`config.mk`:
```
export PLATFORM = sky130hd
export DESIGN_NAME = sfd_diag
export DESIGN_NICKNAME = d
export VERILOG_FILES = /design/src/core/sfd_sync.v /design/src/core/sfd_diag.v
export VERILOG_INCLUDE_DIRS = /design/src /design/src/core
export SDC_FILE = /design/constraint.sdc
export NUM_CORES = 1
export LEC_CHECK = 0
export ABC_AREA = 1
export BUFFER_PORTS_ARGS = -buffer_cell sky130_fd_sc_hd__buf_2
export CORE_ASPECT_RATIO = 1.4
export CORE_MARGIN = 5
export CORE_UTILIZATION = 53
export CTS_CLUSTER_DIAMETER = 60
export DETAILED_ROUTE_END_ITERATION = 12
export PLACE_DENSITY = 0.75
export SLEW_MARGIN = 20
export SYNTH_ARGS = -nofsm -noshare
export SYNTH_HDL_FRONTEND = slang
export SYNTH_SLANG_ARGS = --single-unit
export TNS_END_PERCENT = 100
```
`constraint.sdc`:
```
create_clock -name I_REF_CLK -period 1.4 [get_ports I_REF_CLK]
set_input_delay 0.21 -clock I_REF_CLK [delete_from_list [all_inputs] [get_ports I_REF_CLK]]
set_output_delay 0.21 -clock I_REF_CLK [all_outputs]
set_load 0.02 [all_outputs]
```
`src/core/sfd_defines.vh`:
```
/*
  Constants of the fault diagnosis readback block: frame layout,
  field positions, reset values and frame length.
  Assumes inclusion by bare name from the design files.
*/
`ifndef SFD_DEFINES_VH
`define SFD_DEFINES_VH

// ----------------------------------------------------------------
// Frame layout
// ----------------------------------------------------------------
`define SFD_FRAME_BITS      5'h10
`define SFD_CNT_MAX         5'h11
`define SFD_MON_SETTLE      2'h2
`define SFD_SEL_HI          15
`define SFD_SEL_LO          14
`define SFD_SEL_DIAG        2'h0
`define SFD_RD_SEL_BIT      13
`define SFD_NO_WRITE_BIT    12
`define SFD_MODE_HI         11
`define SFD_MODE_LO         0

// ----------------------------------------------------------------
// Diagnosis field positions
// ----------------------------------------------------------------
`define SFD_GND_BIT         11
`define SFD_BUS_HI          10
`define SFD_BUS_LO          7
`define SFD_SW_HI           6
`define SFD_SW_LO           5
`define SFD_AUX_OK_BIT      4
`define SFD_XCVR_OK_BIT     3
`define SFD_MICRO_OK_BIT    2
`define SFD_XMODE_HI        1
`define SFD_XMODE_LO        0

// ----------------------------------------------------------------
// Reset values
// ----------------------------------------------------------------
`define SFD_RST_MICRO_OK    1'h1
`define SFD_RST_WORD        16'h0000
`define SFD_RST_MODE        12'h000
`define SFD_RST_CNT         5'h00
`define SFD_RST_CODE        11'h000
`define SFD_RST_SETTLE      2'h0

`endif

```
`src/core/sfd_sync.v`:
```
/*
  Two flip-flop synchroniser for a group of asynchronous levels.
  Assumes each bit is a level held for many clock cycles.
*/
`timescale 1ns/1ps
module sfd_sync #(
  parameter       W   = 1,
  parameter [W-1:0] RST = {W{1'b0}}
) (
  // Clock and reset
  input  wire         i_clk,
  input  wire         i_nrst,
  // Data
  input  wire [W-1:0] i_d,
  output reg  [W-1:0] o_q
);

  reg [W-1:0] meta_q;

  always @(posedge i_clk) begin
    if (!i_nrst) begin
      meta_q <= RST;
      o_q    <= RST;
    end else begin
      meta_q <= i_d;
      o_q    <= meta_q;
    end
  end

endmodule // sfd_sync

```
`src/core/sfd_diag.v`:
```
/*
  Fault diagnosis readback register behind the serial interface.
  Serial pins and monitor levels are asynchronous; all are
  synchronised to I_REF_CLK. Serial mode: SDI sampled on SCK rise,
  SDO changes on SCK fall, MSB first, chip select active low.
  Monitor codes are qualified by a settle count before use.
*/
`timescale 1ns/1ps
`include "sfd_defines.vh"

// Notes on behaviour
// - No-write flag set: read only, mode kept
// - No-write flag clear: read and write mode
// - Bit 11 reports ground offset fault
// - Bus fault code bits 10..7, clamp faults
// - Bus fault code wiring faults, 0000 none
// - Bits 6..5 report single wire fault code
// - Third regulator ok flag, 0 on overload
// - Bit 3 reports transceiver regulator health
// - Bit 2 latches supply dip, set on read
// - Bits 1..0 report transceiver mode code
// - Register readable in every operating mode
// - Transceiver regulator flag returns when reactivated
module sfd_diag (
  // Clock and reset
  input  wire        I_REF_CLK,
  input  wire        I_NRST,
  // Serial interface pins
  input  wire        I_SCK,
  input  wire        I_SCS_N,
  input  wire        I_SDI,
  output reg         O_SDO,
  output reg         O_SDO_OE,
  // Monitor levels
  input  wire        I_GROUND_OFFSET_FAULT,
  input  wire [3:0]  I_BUS_FAULT_CODE,
  input  wire [1:0]  I_SINGLE_WIRE_FAULT_CODE,
  input  wire        I_THIRD_REGULATOR_OK,
  input  wire        I_TRANSCEIVER_REGULATOR_OK,
  input  wire        I_MICRO_SUPPLY_LOW,
  input  wire [1:0]  I_TRANSCEIVER_MODE_CODE,
  // Mode register write
  output reg         O_MODE_WR,
  output reg  [11:0] O_MODE_DATA,
  // Frame status
  output reg         O_DIAG_READ,
  output reg         O_FRAME_DISCARD
);

  // ----------------------------------------------------------------
  // Synchronisers
  // ----------------------------------------------------------------
  wire [2:0]  pins_s;
  wire [11:0] mon_s;
  wire [10:0] mon_code;
  wire        sck_s;
  wire        cs_n_s;
  wire        sdi_s;
  wire        gnd_s;
  wire [3:0]  bus_s;
  wire [1:0]  sw_s;
  wire        aux_ok_s;
  wire        xcvr_ok_s;
  wire        micro_low_s;
  wire [1:0]  xmode_s;

  // Pins reset to idle levels, clock low and select high,
  // so no false edge follows reset.
  sfd_sync #(
    .W   (3),
    .RST (3'h2)
  ) u_pin_sync (
    .i_clk  (I_REF_CLK),
    .i_nrst (I_NRST),
    .i_d    ({I_SCK, I_SCS_N, I_SDI}),
    .o_q    (pins_s)
  );

  // Monitor levels in the bit order of the diagnosis word
  sfd_sync #(
    .W   (12),
    .RST (12'h000)
  ) u_mon_sync (
    .i_clk  (I_REF_CLK),
    .i_nrst (I_NRST),
    .i_d    ({I_GROUND_OFFSET_FAULT, I_BUS_FAULT_CODE,
              I_SINGLE_WIRE_FAULT_CODE, I_THIRD_REGULATOR_OK,
              I_TRANSCEIVER_REGULATOR_OK, I_MICRO_SUPPLY_LOW,
              I_TRANSCEIVER_MODE_CODE}),
    .o_q    (mon_s)
  );

  assign sck_s       = pins_s[2];
  assign cs_n_s      = pins_s[1];
  assign sdi_s       = pins_s[0];
  assign micro_low_s = mon_s[2];
  assign mon_code    = {mon_s[11:3], mon_s[1:0]};

  // ----------------------------------------------------------------
  // Monitor code qualification
  // ----------------------------------------------------------------
  // Codes are synchronised bit by bit and may tear while changing.
  // A code is taken only after standing unchanged for a few cycles.
  // Codes that never settle keep the last settled value.
  // The supply dip level bypasses this so no dip is ever missed.
  reg  [10:0] code_prev_q;
  reg  [10:0] code_hold_q;
  reg  [1:0]  settle_q;
  wire        code_same;

  assign code_same = (mon_code == code_prev_q);

  always @(posedge I_REF_CLK) begin
    if (!I_NRST) begin
      code_prev_q <= `SFD_RST_CODE;
      code_hold_q <= `SFD_RST_CODE;
      settle_q    <= `SFD_RST_SETTLE;
    end else begin
      code_prev_q <= mon_code;
      if (!code_same) begin
        settle_q <= `SFD_RST_SETTLE;
      end else if (settle_q != `SFD_MON_SETTLE) begin
        settle_q <= settle_q + 2'h1;
      end else begin
        // Copied every cycle once settled
        code_hold_q <= mon_code;
      end
    end
  end

  assign gnd_s       = code_hold_q[10];
  assign bus_s       = code_hold_q[9:6];
  assign sw_s        = code_hold_q[5:4];
  assign aux_ok_s    = code_hold_q[3];
  assign xcvr_ok_s   = code_hold_q[2];
  assign xmode_s     = code_hold_q[1:0];

  // ----------------------------------------------------------------
  // Edge detection
  // ----------------------------------------------------------------
  // Serial clock edges count only while the frame is open;
  // frame start and end come from the select alone.
  reg  sck_q;
  reg  cs_n_q;
  wire sck_rise;
  wire sck_fall;
  wire cs_start;
  wire cs_end;
  wire active;

  always @(posedge I_REF_CLK) begin
    if (!I_NRST) begin
      sck_q  <= 1'b0;
      cs_n_q <= 1'b1;
    end else begin
      sck_q  <= sck_s;
      cs_n_q <= cs_n_s;
    end
  end

  assign active   = ~cs_n_q;
  assign sck_rise = active & sck_s & ~sck_q;
  assign sck_fall = active & ~sck_s & sck_q;
  assign cs_start = cs_n_q & ~cs_n_s;
  assign cs_end   = ~cs_n_q & cs_n_s;

  // ----------------------------------------------------------------
  // Live diagnosis word
  // ----------------------------------------------------------------
  // Assembled continuously; captured into the shift register
  // only at frame start.
  reg         micro_ok_q;
  reg         dip_since_snap_q;
  wire [15:0] diag_word;

  // Bits 15 to 12 carry no field and read as zero
  assign diag_word[15:12]                     = 4'h0;
  assign diag_word[`SFD_GND_BIT]              = gnd_s;
  assign diag_word[`SFD_BUS_HI:`SFD_BUS_LO]   = bus_s;
  assign diag_word[`SFD_SW_HI:`SFD_SW_LO]     = sw_s;
  assign diag_word[`SFD_AUX_OK_BIT]           = aux_ok_s;
  assign diag_word[`SFD_XCVR_OK_BIT]          = xcvr_ok_s;
  assign diag_word[`SFD_MICRO_OK_BIT]         = micro_ok_q;
  assign diag_word[`SFD_XMODE_HI:`SFD_XMODE_LO] = xmode_s;

  // ----------------------------------------------------------------
  // Shift registers and frame counter
  // ----------------------------------------------------------------
  // Receive shifts on rising edges, transmit on falling edges;
  // the first output bit is loaded with the snapshot itself.
  reg [15:0] tx_q;
  reg [15:0] tx_d;
  reg [15:0] rx_q;
  reg [15:0] rx_d;
  reg [4:0]  cnt_q;
  reg [4:0]  cnt_d;
  reg        sdo_d;

  always @* begin
    tx_d  = tx_q;
    rx_d  = rx_q;
    cnt_d = cnt_q;
    sdo_d = O_SDO;
    if (cs_start) begin
      // Snapshot of every field, first bit driven at once
      tx_d  = diag_word;
      sdo_d = diag_word[15];
      cnt_d = `SFD_RST_CNT;
    end else begin
      if (sck_rise) begin
        rx_d = {rx_q[14:0], sdi_s};
        // Saturates so an overlong frame stays invalid
        if (cnt_q != `SFD_CNT_MAX) begin
          cnt_d = cnt_q + 5'h01;
        end
      end
      if (sck_fall) begin
        tx_d  = {tx_q[14:0], 1'b0};
        sdo_d = tx_q[14];
      end
    end
  end

  always @(posedge I_REF_CLK) begin
    if (!I_NRST) begin
      tx_q     <= `SFD_RST_WORD;
      rx_q     <= `SFD_RST_WORD;
      cnt_q    <= `SFD_RST_CNT;
      O_SDO    <= 1'b0;
      O_SDO_OE <= 1'b0;
    end else begin
      tx_q     <= tx_d;
      rx_q     <= rx_d;
      cnt_q    <= cnt_d;
      O_SDO    <= sdo_d;
      // Released as soon as the synchronised select rises
      O_SDO_OE <= ~cs_n_s;
    end
  end

  // ----------------------------------------------------------------
  // Frame decode at chip select release
  // ----------------------------------------------------------------
  // Decided once, at select release, from the received word
  // and the count of rising clock edges.
  wire frame_ok;
  wire diag_sel;
  wire diag_hit;
  wire no_write;
  wire mode_wr;

  assign frame_ok = (cnt_q == `SFD_FRAME_BITS);
  assign diag_sel = (rx_q[`SFD_SEL_HI:`SFD_SEL_LO] == `SFD_SEL_DIAG)
                  & rx_q[`SFD_RD_SEL_BIT];
  assign diag_hit = cs_end & frame_ok & diag_sel;
  assign no_write = rx_q[`SFD_NO_WRITE_BIT];
  assign mode_wr  = diag_hit & ~no_write;

  always @(posedge I_REF_CLK) begin
    if (!I_NRST) begin
      O_MODE_WR       <= 1'b0;
      O_MODE_DATA     <= `SFD_RST_MODE;
      O_DIAG_READ     <= 1'b0;
      O_FRAME_DISCARD <= 1'b0;
    end else begin
      // Pulses last one cycle
      O_DIAG_READ     <= diag_hit;
      O_FRAME_DISCARD <= cs_end & ~frame_ok;
      O_MODE_WR       <= mode_wr;
      // Mode data moves only together with a write pulse
      if (mode_wr) begin
        O_MODE_DATA <= rx_q[`SFD_MODE_HI:`SFD_MODE_LO];
      end
    end
  end

  // ----------------------------------------------------------------
  // Supply dip latch, restored by a completed read
  // ----------------------------------------------------------------
  // A dip after the snapshot is kept for the next read.
  // A supply still low at the end of a read keeps the flag
  // at zero: the failure wins over the read.
  always @(posedge I_REF_CLK) begin
    if (!I_NRST) begin
      micro_ok_q       <= `SFD_RST_MICRO_OK;
      dip_since_snap_q <= 1'b0;
    end else begin
      // Snapshot restarts the dip record for the frame just opened
      if (cs_start) begin
        dip_since_snap_q <= micro_low_s;
      end else if (micro_low_s) begin
        dip_since_snap_q <= 1'b1;
      end
      if (micro_low_s) begin
        micro_ok_q <= 1'b0;
      end else if (diag_hit) begin
        micro_ok_q <= ~dip_since_snap_q;
      end
    end
  end

endmodule // sfd_diag

```
After elaboration in Yosys (flattened, before gate mapping):

Cells that the tools add are included.

* register bits: 111
* bits in latches: 0
* memory bits (writable): 0
* ROM bits: 0
* output and inout bits: 17
* logic and storage cells: 63
* memories kept: 0

* $add $sub $neg: 2
* $mul: 0
* divide/modulo/power cells: 0
* $lt $le $gt $ge: 0
* eq/ne operators: 4
* shift-type cells: 0
* multiplexer cells: 6
* bitwise operators: 21
* reduce and logical (&&, ||, !) cells: 9

Operator list (count)
* 12-bit two-way mux: 2
* 1-bit AND: 11
* 11-bit == test: 1
* 1-bit inverter: 10
* 2-bit AND reduction: 4
* 2-bit nonzero test: 3
* 5-bit by 1-bit adder with 5-bit output (second input constant): 1
* 5-bit == test (second input constant): 1
* 5-bit inequality test (second input constant): 1
* 1-bit two-way mux: 4
* 2-bit by 1-bit adder with 2-bit output (second input constant): 1
* 2-bit logical NOT: 1
* 2-bit inequality test (second input constant): 1
* 2-bit OR reduction: 1

Depth between registers and ports, before layout:

* word-level depth: 6
* gate-level depth with buffers: 10
* depth with buffers taken out: 9

Modules after synthesis:

Synthesis repeated with hierarchy kept, for this count alone.

* cells, all modules: 562
* area total of the unflattened synthesis: 4260.3 um^2

By module, submodules not included
* sfd_diag: instances 1, cells an instance 470, area an instance 3412.0 um^2, sequential area each 1621.6 um^2
* sfd_sync (u_mon_sync): instances 1, cells an instance 74, area an instance 683.2 um^2, sequential area each 480.5 um^2
* sfd_sync (u_pin_sync): instances 1, cells an instance 18, area an instance 165.2 um^2, sequential area each 120.1 um^2

Worst setup path before layout:

Ideal clock, no wire load.

* path kind: register -> register
* from: reg cnt_q[0]
* to: reg O_MODE_DATA[10]
* setup time: 0.132 ns
* data arrival time: 1.258 ns
* data required time: 1.268 ns
* slack: 0.010 ns
* cell stages (with the launch flop): 9
* buffers on the path: 1
* period minus slack after synthesis: 1.390 ns
* cell sequence: dfxtp_1 inv_1 ha_1 nand3_1 nor3_4 nand2_1 buf_2 nand2_1 a21oi_1

* longest elaborated chain between the ends: 4

Ends and longest elaborated chain
* from (decl): RTL line sfd_diag.v:195 `reg [4:0] cnt_q;`
* from (signal assigned): RTL line sfd_diag.v:228 `` cnt_q <= `SFD_RST_CNT; ``
* from (signal assigned): RTL line sfd_diag.v:234 `cnt_q <= cnt_d;`
* 5-bit == test (no line)
* 1-bit AND (2 in series): RTL line sfd_diag.v:255 `assign diag_hit = cs_end & frame_ok & diag_sel;`
* 1-bit AND: RTL line sfd_diag.v:257 `assign mode_wr = diag_hit & ~no_write;`
* to (signal assigned): RTL line sfd_diag.v:262 `` O_MODE_DATA <= `SFD_RST_MODE; ``
* to (signal assigned): RTL line sfd_diag.v:272 `` O_MODE_DATA <= rx_q[`SFD_MODE_HI:`SFD_MODE_LO]; ``
* to (decl): RTL line sfd_diag.v:44 `output reg [11:0] O_MODE_DATA,`

No other way between the ends.
A chain may end at the register's enable or synchronous reset.

Worst setup path in the final report:

* from: reg cnt_q[1]
* to: reg cnt_q[2]

* longest elaborated chain between the ends: 2
* elaborated cells between the ends (all ways): 3

Ends and longest elaborated chain
* branches (longest 2 deep; another with 5-bit by 1-bit adder with 5-bit output)

Several ways; the timed one is not identified.

==> results.yml <==
status:
  status: "complete, no violations"
timing:
  hold_ws_ns: 0.0187
  tightestPinTransition_ns: 0.304
  clock_skew_ns: 0.00835
  worst_slack_ns: 0.0143
  setup_violations: 0
  rsz0062_at_grt: "yes"
  max_freq_mhz: 722
  tns_ns: 0
  finalCriticalPeriod_ns: 1.39
  period_share_pct: 99.0
  slew_viol_final: 0
  hold_viol: 0
  relSlewSlack_pct: 79.7
finish:
  drive_gt1_share_pct: 19.3
  synthToLayoutAreaGrowth_pct: 18.2
  final_cells: 715
  diodes: 0
  multi_input_area_mm2: 0.00164
  final_cell_mix: "nand2_1, dfxtp_1, inv_1, nor2_1, buf_2"
  fillCellCount: 665
  regArea_mm2: 0.00224
  utilization_pct: 64.4
  nets: 632
  layout_commonest_cell: "nand2_1"
global_routing:
  antenna_found_initial: 0
  grt_overflow: 0
  grt_pass1_wl_mm: 13.1
  track_usage_pct: 16.3
  grt_pass1_vias: 3096
  grt_max_degree: 32
floorplan:
  initial_core_util_pct: 54.4
  ios: 34
  dieArea_mm2: 0.00987
  coreArea_mm2: 0.00775
  die_x_um: 85.4
  die_h_um: 116
  rows: 38
clocking:
  clkSinkCount: 111
  clockBufferDepth: 2
  hold_buffers: 0
  path_clk_slew_ns: 0.09
  clock-root-buffer: "clkbuf_8"
  cts_tree: "yes"
  numCtsBuffers: 9
  htreeDepth: 3
  worstSkewPairLatency_ns: 0.37
placement:
  gp_congestion: 0.761
  placed_cells: 690
  dp_hpwl_mm: 5.10
  pre_cts_ws_ns: -0.186
  io_buffers: 33
detailed_routing:
  drt.antenna.violating_nets: 0
  drt-wirelength-per-cell_um: 10.8
  drt_iter0_drc: 208
  drt-pass1-iter-count: 4
  vias: 3332
  drt_wl_total_mm: 7.69
  drc: 0
  route.detailed.vias_per_inst: 4.66
power:
  power_density_mw_per_mm2: 1080
  vdd_drop_max_uv: 710
  p_leak_nw: 2.36
synthesis:
  ys_seq_area_share_pct: 52.7
  syn_area_per_cell_um2: 7.51
  synth_edf_count: 0
  synthFlopType: "dfxtp_1"
  synth_cell_types: 28
  postSynthCellCount: 562
  async_flop_share_pct: 0
  synth-warning-count: 0
  syn-num-nets: 583
  syn_area_mm2: 0.00422
  ys_ff_latch: 111
setup_path:
  cp.arrival_ns: 1.66
  path_delay_family: "simple AND/OR/NAND/NOR gates"
  start_kind: "flop"
  crit_buf_inv: 2
  critPathKind: "reg2reg"
  worstPathCellList: "inv_2, buf_4, ha_4, nand3_2, nand2_4, o21ai_0, nor3b_1"
  path_max_fanout: 6
  slowest_delay_ns: 0.34
  cp.required_ns: 1.68
  end_kind: "flop"
  cpMaxStageDelayCell: "dfxtp_2"
run:
  maxCapViolations: 0
worst_hold_path:
  hp-class: "in2reg"
## final timing paths
kind,startpoint,to,slack [ns],cells after the start
max,cnt_q[1],cnt_q[2],0.01,7
min,I_BUS_FAULT_CODE[2],u_mon_sync.meta_q[9],0.02,3
min reg2reg,u_mon_sync.meta_q[4],u_mon_sync.o_q[4],0.41,2
max reg2reg,cnt_q[1],cnt_q[2],0.01,7
## report_power, final
group	leakage, nW	internal [W]	total (W)	switching, W
logic	1.37	0.000139	0.000336	0.000197
registers	0.908	0.00323	0.00327	0.0000389
clock network	0.0847	0.000824	0.00177	0.000950
total	2.36	0.00419	0.00538	0.00119
## logic make-up after synthesis
| kind of cell | synth area share, % |
|---|---|
| AND/OR/NAND/NOR | 25.1 |
| flip-flops | 52.7 |
| buffers and inverters | 11.7 |
| AO/OA/AOI/OAI | 8.04 |
| adder cells (fa/ha/maj) | 1.19 |
| XOR/XNOR | 1.25 |
## worst register-to-register path, stage by stage (launching register included)
cell     delay, ns
dfxtp_2       0.34
inv_2         0.06
buf_4         0.15
ha_4          0.15
nand3_2       0.08
nand2_4       0.08
o21ai_0       0.18
nor3b_1       0.26
## metal layers
metal  wire length, µm  vias up  global-route usage (%)
met2              3760       46                    28.3
met1              3510     1474                    19.0
li1                  -     1801                       -
met5                 0        -                       0
met4               185        0                    8.87
met3               238       11                    2.92
## final cells by class
class                      count  area share (%)
clock buffer                  14            2.86
clock inverter                 1           0.602
inverter                     101            7.60
multi-input combinational    326            32.9
sequential                   111            44.9
tap                          100            2.51
timing repair buffer          62            8.70
## registers in the layout, summed over array words and instances, names as in the netlist, 2 cells and up
signal and cells:
u_pin_sync.meta_q 3, settle_q 2, rx_q 16, u_mon_sync.o_q 12
u_pin_sync.o_q 3, u_mon_sync.meta_q 12, code_prev_q 11, tx_q 15
code_hold_q 11, cnt_q 5, O_MODE_DATA 12
## stage by stage
step,power (W),area (µm²)
6_report,0.00538,4990
5_1_grt,0.00562,4990
4_1_cts,0.00541,4850
3_5_place_dp,0.00366,4560
3_3_place_gp,0.00364,4560
2_1_floorplan,0.00356,4220
## cells in the mapped netlist (2+ instances only)
| cell type | count | area (µm²) |
|---|---|---|
| nand2_1 | 171 | 642 |
| dfxtp_1 | 111 | 2220 |
| inv_1 | 99 | 372 |
| nor2_1 | 43 | 161 |
| a21oi_1 | 33 | 165 |
| nand3_1 | 19 | 95.1 |
| clkbuf_1 | 13 | 48.8 |
| nand4_1 | 13 | 81.3 |
| o21ai_0 | 13 | 65.1 |
| a311oi_1 | 10 | 87.6 |
| buf_2 | 8 | 40.0 |
| ha_1 | 4 | 50.1 |
| xnor2_1 | 4 | 35.0 |
| buf_4 | 3 | 22.5 |
| inv_2 | 2 | 7.51 |
| nor2_2 | 2 | 12.5 |
| or2_2 | 2 | 12.5 |
| xor2_1 | 2 | 17.5 |
## timing repair
item / 4_1_cts / 5_1_grt
buffers inserted: 3 / 4
resized for setup: 21 / 36
gates cloned: 2 / 1
pin swaps: 9 / 17
setup endpoints to repair: 13 / 30
(Power assumes the default switching activity.)
